===== config.mk =====
export PLATFORM = sky130hd
export DESIGN_NAME = fsd_slave_flat
export DESIGN_NICKNAME = d
export VERILOG_FILES = /design/src/fsd_pkg.sv /design/src/fsd_link_if.sv /design/src/fsd_blinker.sv /design/src/fsd_slave.sv /design/src/flat_wrapper.sv
export SDC_FILE = /design/constraint.sdc
export NUM_CORES = 1
export LEC_CHECK = 0
export CAP_MARGIN = 40
export CELL_PAD_IN_SITES_DETAIL_PLACEMENT = 0
export CELL_PAD_IN_SITES_GLOBAL_PLACEMENT = 1
export CORE_MARGIN = 4
export CORE_UTILIZATION = 52
export DETAILED_ROUTE_END_ITERATION = 7
export DONT_BUFFER_PORTS = 1
export PLACE_DENSITY = 0.95
export SYNTH_ARGS = -nofsm -noshare
export SYNTH_HDL_FRONTEND = slang
export SYNTH_HIERARCHICAL = 1
export SYNTH_SLANG_ARGS = --single-unit

===== constraint.sdc =====
create_clock -name mclk -period 4.6 [get_ports mclk]
set_clock_uncertainty 0.2 [all_clocks]
set_input_delay 0 -clock mclk [delete_from_list [all_inputs] [get_ports mclk]]
set_output_delay 0 -clock mclk [all_outputs]
set_load 0.005 [all_outputs]

===== src/fsd_pkg.sv =====
/*
 package of shared constants for the fieldbus slave diagnosis and indicator
 logic: diagnosis byte layout, station status 1 bit positions, indicator
 pattern codes and timing counts.
 assumes a single 20 MHz clock (mclk) and a synchronous active high reset.
*/
package fsd_pkg;
    // system clock rate and the times derived from it
    localparam int CLK_HZ = 20000000;
    localparam int BLINK_MS = 250;              // flash half period
    localparam int BLINK_CYC = CLK_HZ / 1000 * BLINK_MS;
    localparam int START_MS = 1000;             // start-up flash length
    localparam int START_HALVES = START_MS / BLINK_MS;
    // diagnosis message layout
    localparam int DIAG_LEN = 6;
    localparam logic [2:0] IDX_STAT1 = 3'h0;
    localparam logic [2:0] IDX_STAT2 = 3'h1;
    localparam logic [2:0] IDX_STAT3 = 3'h2;
    localparam logic [2:0] IDX_MADDR = 3'h3;
    localparam logic [2:0] IDX_IDHI = 3'h4;
    localparam logic [2:0] IDX_IDLO = 3'h5;
    // station status 1 bit positions
    localparam int ST1_MASTER_LOCK = 7;
    localparam int ST1_PRM_FAULT = 6;
    localparam int ST1_NO_RESPONSE = 5;
    localparam int ST1_NOT_SUPP = 4;
    localparam int ST1_EXT_DIAG = 3;
    localparam int ST1_CFG_FAULT = 2;
    localparam int ST1_NOT_READY = 1;
    localparam int ST1_ABSENT = 0;
    // station status 2: slave bit always set
    localparam int ST2_SLAVE_BIT = 2;
    // valid station address range
    localparam logic [6:0] ADDR_MIN = 7'h03;
    localparam logic [6:0] ADDR_MAX = 7'h63;
    // reset value of master address byte: none yet
    localparam logic [7:0] MADDR_NONE = 8'hff;
    // identifier default, arbitrary value
    localparam logic [15:0] ID_DEFAULT = 16'h1234;
    // indicator drive codes
    typedef enum logic [1:0] {
        FSD_OFF = 2'b00,
        FSD_ON = 2'b01,
        FSD_BLINK = 2'b10
    } fsd_drive_t;
    // displayed condition
    typedef enum logic [2:0] {
        FSD_START = 3'b000,
        FSD_UV_ON = 3'b001,
        FSD_UV_RUN = 3'b010,
        FSD_HW_FAULT = 3'b011,
        FSD_NO_ADDR = 3'b100,
        FSD_NORMAL = 3'b101
    } fsd_cond_t;
    // address validity check, used by the slave end
    function automatic logic fsd_addr_ok(input logic [6:0] a);
        return (a >= ADDR_MIN) && (a <= ADDR_MAX);
    endfunction
endpackage


===== src/fsd_link_if.sv =====
/*
 interface joining the slave diagnosis end and the master end.
 assumes both ends run on the same clock; a request pulse from the
 master is answered by six bytes, one per cycle, from the slave.
*/
`timescale 1ns/10ps
interface fsd_link_if;
    logic diagReq;      // master asks for diagnosis, one-cycle pulse
    logic diagValid;    // slave byte valid
    logic [7:0] diagByte; // diagnosis byte
    logic diagLast;     // marks byte 6
    logic prmValid;     // master sends parameterization, pulse
    logic [6:0] prmMaster; // address of that master
    logic prmGood;      // parameterization acceptable
    logic cfgValid;     // master sends configuration, pulse
    logic cfgGood;      // configuration acceptable
    logic funcReq;      // master requests a function, pulse
    logic funcSupported; // function known to slave
    modport slave(input diagReq, prmValid, prmMaster, prmGood, cfgValid,
        cfgGood, funcReq, funcSupported,
        output diagValid, diagByte, diagLast);
    modport master(output diagReq, prmValid, prmMaster, prmGood, cfgValid,
        cfgGood, funcReq, funcSupported,
        input diagValid, diagByte, diagLast);
endinterface


===== src/fsd_blinker.sv =====
/*
 flash timebase: a one-cycle enable every half period and a toggling phase.
 assumes mclk at the package rate.
*/
`timescale 1ns/10ps
module fsd_blinker
    import fsd_pkg::*;
#(
    parameter int HALF_CYC = BLINK_CYC
) (
    input wire logic mclk,
    input wire logic sys_rst,
    output logic tick,
    output logic phase
);
    logic [31:0] cnt_q; // cycles within a half period

    // divider: slower rate as enable pulse
    always_ff @(posedge mclk) begin
        if (sys_rst) begin
            cnt_q <= 32'h0;
            tick <= 1'b0;
        end else if (cnt_q == 32'(HALF_CYC - 1)) begin
            cnt_q <= 32'h0;
            tick <= 1'b1;
        end else begin
            cnt_q <= cnt_q + 32'h1;
            tick <= 1'b0;
        end
    end

    // phase flips on each tick
    always_ff @(posedge mclk) begin
        if (sys_rst) begin
            phase <= 1'b0;
        end else if (tick) begin
            phase <= ~phase;
        end
    end
endmodule


===== src/fsd_slave.sv =====
/*
 slave end: indicator drive and standard diagnosis responder.
 assumes supply monitor, address switch and application flags are
 synchronous level inputs; the master end sits on the link interface.
*/
`timescale 1ns/10ps
module fsd_slave
    import fsd_pkg::*;
#(
    parameter int HALF_CYC = BLINK_CYC,
    parameter logic [15:0] IDENT = ID_DEFAULT // arbitrary value
) (
    input wire logic mclk,
    input wire logic sys_rst,
    fsd_link_if.slave link,
    input wire logic underVolt,
    input wire logic hwFault,
    input wire logic [6:0] stationAddr,
    input wire logic linkActive,
    input wire logic extDiagAvail,
    input wire logic dataReady,
    output logic ledErr,
    output logic ledOk,
    output logic ledRun
);
    logic tick; // one-cycle enable per flash half period
    logic phase; // shared flash phase, keeps all blinking lamps in step
    logic [3:0] halves_q;       // start-up flash progress
    logic started_q;            // start-up flash done
    logic uvOn_q;               // under-voltage seen at switch-on
    logic uvRun_q;              // under-voltage during operation
    logic prmFault_q;           // last parameterization refused
    logic notSupp_q;            // last function request unknown
    logic cfgFault_q;           // last configuration refused
    logic haveMaster_q;         // a good parameterization was seen
    logic [7:0] mAddr_q;        // first valid master address
    logic [2:0] idx_q;          // diagnosis byte being sent
    logic busy_q;               // diagnosis burst in progress
    fsd_cond_t cond;            // condition shown on the lamps
    fsd_drive_t dErr;           // drive code of the red fault lamp
    fsd_drive_t dOk;            // drive code of the green ok lamp
    fsd_drive_t dRun;           // drive code of the green run lamp

    // drive code to lamp state; one decode shared by all three lamps
    function automatic logic lamp(input fsd_drive_t d, input logic ph);
        return (d == FSD_ON) || (d == FSD_BLINK && ph);
    endfunction

    fsd_blinker #(.HALF_CYC(HALF_CYC)) uBlink (
        .mclk(mclk),
        .sys_rst(sys_rst),
        .tick(tick),
        .phase(phase)
    );

    // start-up flash period counted in half periods
    always_ff @(posedge mclk) begin
        if (sys_rst) begin
            halves_q <= 4'h0;
            started_q <= 1'b0;
        end else if (!started_q && tick) begin
            halves_q <= halves_q + 4'h1;
            if (halves_q == 4'(START_HALVES - 1))
                started_q <= 1'b1;
        end
    end

    // under-voltage: during start-up counts as switch-on, later as running
    always_ff @(posedge mclk) begin
        if (sys_rst) begin
            uvOn_q <= 1'b0;
            uvRun_q <= 1'b0;
        end else if (underVolt) begin
            if (!started_q)
                uvOn_q <= 1'b1;
            else
                uvRun_q <= 1'b1;
        end
    end

    // condition priority: start-up, under-voltage, hardware, link, normal
    always_comb begin
        if (!started_q)
            cond = FSD_START;
        else if (uvOn_q)
            cond = FSD_UV_ON;
        else if (uvRun_q)
            cond = FSD_UV_RUN;
        else if (hwFault || !fsd_addr_ok(stationAddr))
            cond = FSD_HW_FAULT;
        else if (!linkActive)
            cond = FSD_NO_ADDR;
        else
            cond = FSD_NORMAL;
    end

    // fixed pattern table, each condition distinct
    always_comb begin
        unique case (cond)
            FSD_START: begin
                dErr = FSD_BLINK;
                dOk = FSD_BLINK;
                dRun = FSD_BLINK;
            end
            FSD_UV_ON: begin
                dErr = FSD_OFF;
                dOk = FSD_BLINK;
                dRun = FSD_OFF;
            end
            FSD_UV_RUN: begin
                dErr = FSD_OFF;
                dOk = FSD_OFF;
                dRun = FSD_OFF;
            end
            FSD_HW_FAULT: begin
                dErr = FSD_ON;
                dOk = FSD_OFF;
                dRun = FSD_OFF;
            end
            FSD_NO_ADDR: begin
                dErr = FSD_ON;
                dOk = FSD_ON;
                dRun = FSD_OFF;
            end
            FSD_NORMAL: begin
                dErr = FSD_OFF;
                dOk = FSD_ON;
                dRun = FSD_ON;
            end
            // unused codes show a fault rather than a lamp test
            default: begin
                dErr = FSD_ON;
                dOk = FSD_OFF;
                dRun = FSD_OFF;
            end
        endcase
    end

    // indicator outputs registered; blink follows the shared phase
    always_ff @(posedge mclk) begin
        if (sys_rst) begin
            ledErr <= 1'b0;
            ledOk <= 1'b0;
            ledRun <= 1'b0;
        end else begin
            ledErr <= lamp(dErr, phase);
            ledOk <= lamp(dOk, phase);
            ledRun <= lamp(dRun, phase);
        end
    end

    // slave-set status flags reflect the most recent message of each kind
    always_ff @(posedge mclk) begin
        if (sys_rst) begin
            prmFault_q <= 1'b0;
            cfgFault_q <= 1'b0;
            notSupp_q <= 1'b0;
        end else begin
            if (link.prmValid)
                prmFault_q <= !link.prmGood;
            if (link.cfgValid)
                cfgFault_q <= !link.cfgGood;
            if (link.funcReq)
                notSupp_q <= !link.funcSupported;
        end
    end

    // first master with a valid parameterization is latched
    always_ff @(posedge mclk) begin
        if (sys_rst) begin
            haveMaster_q <= 1'b0;
            mAddr_q <= MADDR_NONE;
        end else if (link.prmValid && link.prmGood && !haveMaster_q) begin
            haveMaster_q <= 1'b1;
            mAddr_q <= {1'b0, link.prmMaster};
        end
    end

    // station status 1 as seen by the slave; master bits left clear
    function automatic logic [7:0] stat1();
        logic [7:0] s;
        s = 8'h00;
        s[ST1_PRM_FAULT] = prmFault_q;
        s[ST1_NOT_SUPP] = notSupp_q;
        s[ST1_EXT_DIAG] = extDiagAvail;
        s[ST1_CFG_FAULT] = cfgFault_q;
        s[ST1_NOT_READY] = !dataReady || !haveMaster_q;
        return s;
    endfunction

    // diagnosis responder: request pulse answered by six bytes in order
    always_ff @(posedge mclk) begin
        if (sys_rst) begin
            busy_q <= 1'b0;
            idx_q <= IDX_STAT1;
            link.diagValid <= 1'b0;
            link.diagByte <= 8'h00;
            link.diagLast <= 1'b0;
        end else begin
            if (!busy_q && link.diagReq) begin
                busy_q <= 1'b1;
                idx_q <= IDX_STAT1;
            end else if (busy_q) begin
                idx_q <= idx_q + 3'h1;
                if (idx_q == IDX_IDLO)
                    busy_q <= 1'b0;
            end
            link.diagValid <= busy_q;
            link.diagLast <= busy_q && idx_q == IDX_IDLO;
            unique case (idx_q)
                IDX_STAT1: link.diagByte <= stat1();
                IDX_STAT2: link.diagByte <= 8'h01 << ST2_SLAVE_BIT;
                IDX_STAT3: link.diagByte <= 8'h00;
                IDX_MADDR: link.diagByte <= mAddr_q;
                IDX_IDHI: link.diagByte <= IDENT[15:8];
                IDX_IDLO: link.diagByte <= IDENT[7:0];
                default: link.diagByte <= 8'h00;
            endcase
        end
    end
endmodule


===== src/flat_wrapper.sv =====
// flat-port wrapper written by rule: the top's interface ports become plain ports
module fsd_slave_flat import fsd_pkg::*;
#(
    parameter int HALF_CYC = BLINK_CYC,
    parameter logic [15:0] IDENT = ID_DEFAULT                   
)
  (mclk, sys_rst, underVolt, hwFault, stationAddr, linkActive, extDiagAvail, dataReady, ledErr, ledOk, ledRun, link_diagReq, link_prmValid, link_prmMaster, link_prmGood, link_cfgValid, link_cfgGood, link_funcReq, link_funcSupported, link_diagValid, link_diagByte, link_diagLast);
  fsd_link_if link_i ();
  input wire logic mclk;
  input wire logic sys_rst;
  input wire logic underVolt;
  input wire logic hwFault;
  input wire logic [6:0] stationAddr;
  input wire logic linkActive;
  input wire logic extDiagAvail;
  input wire logic dataReady;
  output logic ledErr;
  output logic ledOk;
  output logic ledRun;
  input wire logic [$bits(link_i.diagReq)-1:0] link_diagReq;
  input wire logic [$bits(link_i.prmValid)-1:0] link_prmValid;
  input wire logic [$bits(link_i.prmMaster)-1:0] link_prmMaster;
  input wire logic [$bits(link_i.prmGood)-1:0] link_prmGood;
  input wire logic [$bits(link_i.cfgValid)-1:0] link_cfgValid;
  input wire logic [$bits(link_i.cfgGood)-1:0] link_cfgGood;
  input wire logic [$bits(link_i.funcReq)-1:0] link_funcReq;
  input wire logic [$bits(link_i.funcSupported)-1:0] link_funcSupported;
  output wire logic [$bits(link_i.diagValid)-1:0] link_diagValid;
  output wire logic [$bits(link_i.diagByte)-1:0] link_diagByte;
  output wire logic [$bits(link_i.diagLast)-1:0] link_diagLast;
  assign link_i.diagReq = link_diagReq;
  assign link_i.prmValid = link_prmValid;
  assign link_i.prmMaster = link_prmMaster;
  assign link_i.prmGood = link_prmGood;
  assign link_i.cfgValid = link_cfgValid;
  assign link_i.cfgGood = link_cfgGood;
  assign link_i.funcReq = link_funcReq;
  assign link_i.funcSupported = link_funcSupported;
  assign link_diagValid = link_i.diagValid;
  assign link_diagByte = link_i.diagByte;
  assign link_diagLast = link_i.diagLast;
  fsd_slave #(.HALF_CYC(HALF_CYC), .IDENT(IDENT)) u_core (.mclk(mclk), .sys_rst(sys_rst), .link(link_i), .underVolt(underVolt), .hwFault(hwFault), .stationAddr(stationAddr), .linkActive(linkActive), .extDiagAvail(extDiagAvail), .dataReady(dataReady), .ledErr(ledErr), .ledOk(ledOk), .ledRun(ledRun));
endmodule

# Word level (Yosys, flattened, before mapping)
# Index checks and enable logic that the tools add are counted.
totals:
  ff_bits: 70
  input_bits: 28
  wordCells: 88
op_classes:
  n_addsub: 3
  order_cmp: 2
  eq_ne: 16
  n_mux: 13
  bitwise_logic: 2
  reduce_logical: 32
op_table:
  columns: ["op", "count"]
  rows:
  - ["$pmux 8 s5", 1]
  - ["$add 32x1->32 const B", 1]
  - ["$eq 32x23->1 const B", 1]
  - ["$eq 3x3->1 const B", 4]
  - ["$mux 3", 4]
  - ["$pmux 2 s2", 3]
  - ["$logic_and 1x1->1", 9]
  - ["$logic_not 1->1", 8]
  - ["$reduce_or 2->1", 4]
  - ["$ge 7x2->1 const B", 1]
  - ["$le 7x7->1 const B", 1]
  - ["$eq 2x1->1 const B", 3]
  - ["$eq 2x2->1 const B", 3]
  - ["$eq 3x1->1 const B", 2]
  - ["$eq 3x2->1 const B", 2]
  - ["$logic_not 3->1", 2]
  - ["$reduce_and 2->1", 3]
  - ["$logic_or 1x1->1", 5]
  - ["$mux 1", 5]
  - ["$add 4x1->4 const B", 1]
  - ["$eq 4x2->1 const B", 1]
  - ["$add 3x1->3 const B", 1]
  - ["$reduce_or 3->1", 1]
  - ["$not 1->1", 2]

# Logic depth before layout (Yosys ltp)
depth:
  ltp_word: 14
  ltp_mapped: 6

# Modules after synthesis
# Netlist, hierarchy kept.
modules_own_cells:
  columns: ["mod", "n_inst", "cells_each", "area_each_um2", "seq_area_each_um2"]
  rows:
  - ["fsd_blinker", 1, 202, 1790.5, 680.7]
  - ["fsd_slave", 1, 142, 1427.6, 720.7]

# Worst setup path before layout
# No wires, ideal clock.
synth_path:
  path_kind: "register to register"
  from: "register u_core.uBlink.cnt_q[0]"
  to: "register u_core.uBlink.cnt_q[26]"
  setup_ns: 0.125
  arrival_time_ns: 1.697
  required_ns: 4.275
  setup_slack_ns: 2.578
  stages_incl_launch_ff: 7
  n_path_buf: 1
  period_less_slack_ns: 2.022
  path_cell_list: "dfxtp_1 ha_1 nand3_1 or2_2 o31ai_4 buf_6 a21oi_1"
synth_via:
  elab_chain_cells: 2
  elab_cells_between_ends: 3
  classes_between: "add/sub (1); eq/ne (1); reduce/logical (1)"
synth_lines:
  columns: ["item", "line", "text"]
  rows:
  - ["from (decl)", "fsd_blinker.sv:16", "logic [31:0] cnt_q;"]
  - ["from (signal assigned)", "fsd_blinker.sv:27", "cnt_q <= cnt_q + 32'h1;"]
  - ["parallel branches: the longest is 2 deep, another holds $add 32x1->32", null, null]
# Several ways; the timed one is not identified.
# A chain may end at the register's enable or synchronous reset.

# Final worst setup path
layout_path:
  from: "register u_core.uBlink.cnt_q[0]"
  to: "register u_core.uBlink.cnt_q[13]"
# Same word-level chain as after synthesis.

==> impl_metrics.yaml <==
synth:
  netlist_instances: 344
  largest_family_of_logic_cells_by_synthesized_area: "simple AND/OR/NAND/NOR gates"
  yosysSeqAreaShare_pct: 43.5
  share_of_the_synthesized_area_in_the_top_cell_type_pct: 43.5
  proportion_of_synthesized_area_in_mux_cells_pct: 2.49
  ys_flop_type: "sky130_fd_sc_hd__dfxtp_1"
  syn_nets: 378
  synth-edff-count: 0
  synth-async-reset-ratio_pct: 0
  synth_warnings: 6
  simple_gate_fraction_of_synth_area_pct: 27.5
  synth-compound-area-share_pct: 16.4
  syn_area_per_cell_um2: 9.35
  netlist_top_cells_area: "sky130_fd_sc_hd__dfxtp_1 (44%), sky130_fd_sc_hd__nor2_1 (4.2%), sky130_fd_sc_hd__a21oi_1 (3.4%)"
  synth_seq_cells: 70
  synth.cells.most_frequent: "sky130_fd_sc_hd__dfxtp_1 (70), sky130_fd_sc_hd__nor2_1 (36), sky130_fd_sc_hd__nand2_1 (28), sky130_fd_sc_hd__a21oi_1 (22), sky130_fd_sc_hd__o31ai_1 (11)"
  yosysUniqueCellTypes: 57
  synth_xor_xnor_area_share_pct: 3.81
  synth_top_cell_by_area: "sky130_fd_sc_hd__dfxtp_1"
  synth_most_common_cell: "sky130_fd_sc_hd__dfxtp_1"
  post_synth_fa_ha_maj_area_fraction_pct: 2.33
  mapped_cell_area_mm2: 0.00322
pwr:
  reg_power_share_pct: 45.8
  pwr_density_cell_mw_per_mm2: 365
  swShare_pct: 20.3
  p_sw_mw: 0.280
  vdd_ir_drop_max_mv: 0.234
  share_comb_of_total_power_pct: 5.4
  power.clock.fraction_pct: 48.8
  internal-power_mw: 1.10
  p_leak_nw: 1.38
sta:
  hold_viol: 0
  maxClockFrequency_ghz: 0.428
  grt_setup_unrepaired: "false"
  slew_violations: 0
  total_negative_setup_slack_ns: 0
  final.setup.worst_slack_ns: 2.27
  maxSlewHeadroom_pct: 64.0
  final_cycle_share_pct: 50.7
  fin_hold_ws_ns: 0.0264
  tightest_slew_ns: 0.540
  setup-violations-final: 0
  period_needed_ns: 2.33
floorplanning:
  die_area_mm2: 0.00751
  top_level_ports: 41
  floorplan_core_area_mm2: 0.00596
  initial_core_util_pct: 54.0
  dieHeight_um: 86.7
  die-width_um: 86.7
  num_rows: 28
cells_and_area:
  fin_util_pct: 63.6
  n_antenna_cell: 0
  syn_to_final_growth_pct: 17.8
  final_net_count: 403
  share_of_final_layout_standard_cells_stronger_than_drive_strength_1_pct: 10.2
  layoutNonFillerInstCount: 449
global_routing:
  globalRouteTotalUtil_pct: 18.9
  grt_max_degree: 31
  grt_first_pass_wirelength_um: 11400
  antenna_found_initial: 0
  grt_remaining_overflow: 0
  grt_pass1_vias: 2433
place:
  placed_cells_incl_taps: 406
  detailed_place_hpwl_um: 4150
  place.port_buffers: 0
  place_ws_ns: 2.27
  gp_congestion: 0.827
critical_path:
  cp_slowest_cell: "sky130_fd_sc_hd__o31ai_4"
  path_class: "reg -> reg"
  arrival_ns: 2.35
  critPathRequiredTime_ns: 4.62
  path_max_fanout: 17
  critPathCaptureType: "flip-flop"
  worst-path-buf-inv: 1
  setup.worst_path.start_class: "flip-flop"
  crit_family: "simple AND/OR/NAND/NOR gates"
  slowest_stage_delay_cp_ns: 0.54
  timing.critical_path.cells: "ha_1, nand3_1, or2_2, o31ai_4, buf_8, nor2_1"
cts:
  clk_root_buffer_cell: "sky130_fd_sc_hd__clkbuf_8"
  clock_path_buffers: 2
  clock_insertion_delay_worst_skew_ns: 0.33
  cts-buffers-inserted: 9
  clock_sink_count: 70
  htree_num_levels: 3
  cts_tree: "built"
  clkTransAtPathRegs_ns: 0.08
  post_cts_resized: 0
run_status:
  status: "finished, final reports clean"
route:
  dr.pass1.iters: 4
  routed_via_density: 5.87
  route.antenna.remaining_nets: 0
  wirelength_um: 6770
  detailroute.via_count: 2634
  avgRoutedWirePerCell_um: 15.1
  drt_first_iter_violations: 138
  remaining_drc_errors: 0
worst_hold_path:
  hp-class: "in -> reg"
run:
  max-cap-violations: 0
## repair_timing
action / 4_1_cts / 5_1_grt
hold buffers: 26 / 0
endpoints found under the hold margin: 70 / 0
buffers inserted: 0 / 0
## final cells by class
type | instances | area, um2
multi-input cells | 251 | 1690
repair buffers | 28 | 290
fillers | 459 | 2170
clock inverters | 5 | 129
flip-flops and latches | 70 | 1400
inverters | 9 | 33.8
clock buffers | 11 | 151
well taps | 75 | 93.8
## tightest hold or removal path: stages
cell	delay, ns
sky130_fd_sc_hd__nand3b_1	0.37
sky130_fd_sc_hd__nand2_1	0.11
sky130_fd_sc_hd__nand2_1	0.05
## per-layer routing
metal / GRT usage, % / part of all wire [%] / wire length (um)
met4: 5.24 / 0.37 / 25
met5: 0 / 0 / 0
met2: 30.8 / 47 / 3190
met1: 24.5 / 47 / 3170
met3: 5.42 / 5.6 / 380
## power groups by stage
stage                     Clock [mW]  Combinational, mW  Sequential, mW
after detailed placement           0             0.0469           0.647
final                          0.676             0.0750           0.634
after global placement             0             0.0447           0.647
after CTS                      0.687             0.0707           0.633
after floorplan                    0             0.0439           0.644
after global routing           0.718             0.0825           0.636
## flip-flops by register name, summed over array words and instances, names as in the netlist
name                   count
u_core/uvRun_q             1
u_core/uBlink/cnt_q       32
u_core/uBlink/phase        1
u_core/mAddr_q             8
u_core/started_q           1
u_core/ledRun              1
u_core/haveMaster_q        1
u_core/notSupp_q           1
u_core/link.diagByte       8
u_core/idx_q               3
u_core/prmFault_q          1
u_core/uvOn_q              1
u_core/busy_q              1
u_core/halves_q            4
u_core/ledErr              1
u_core/link.diagValid      1
u_core/ledOk               1
u_core/link.diagLast       1
u_core/cfgFault_q          1
u_core/uBlink/tick         1
## cell families (layout without fill, tap and decap cells)
| kind of cell | Yosys count | in the layout |
|---|---|---|
| xor gates and xnor gates | 14 | 14 |
| AOI/OAI and AO/OA | 71 | 71 |
| and+or+nand+nor | 152 | 152 |
| adders and majority gates | 6 | 6 |
| muxes | 8 | 8 |
| buffers and inverters | 23 | 53 |
| DFF | 70 | 70 |
## layout by cell type (no fill, tap or decap), drive strengths merged, types with 6 or more instances in the layout
master / synthesis / final
dfxtp: 70 / 70
nor2: 36 / 36
nand2: 28 / 28
dlygate4sd3: 0 / 26
a21oi: 26 / 26
o31ai: 14 / 14
nand4: 13 / 13
clkbuf: 5 / 11
or4: 11 / 11
nand3: 10 / 10
inv: 9 / 9
or3: 9 / 9
mux2i: 8 / 8
xnor2: 8 / 8
o21ai: 8 / 8
nor4: 7 / 7
nand2b: 7 / 7
and3: 6 / 6
xor2: 6 / 6
ha: 6 / 6
and2: 6 / 6
## path summary, 6_finish.rpt
kind	cells past startpoint	start	slack, ns	end
max	6	u_core/uBlink/cnt_q[0]$_SDFF_PP0_	2.27	u_core/uBlink/cnt_q[13]$_SDFF_PP0_
min	3	link_prmValid	0.03	u_core/mAddr_q[7]$_SDFFE_PP1P_
max reg2reg	6	u_core/uBlink/cnt_q[0]$_SDFF_PP0_	2.27	u_core/uBlink/cnt_q[13]$_SDFF_PP0_
min reg2reg	2	u_core/mAddr_q[7]$_SDFFE_PP1P_	0.25	u_core/mAddr_q[7]$_SDFFE_PP1P_
## per-stage QoR
stage,area (um2),power [mW]
3_5_place_dp,3230,0.694
5_1_grt,3790,1.44
4_1_cts,3770,1.39
3_3_place_gp,3220,0.691
2_1_floorplan,3220,0.688
6_report,3790,1.38
Power figures use the tool's default switching activity.
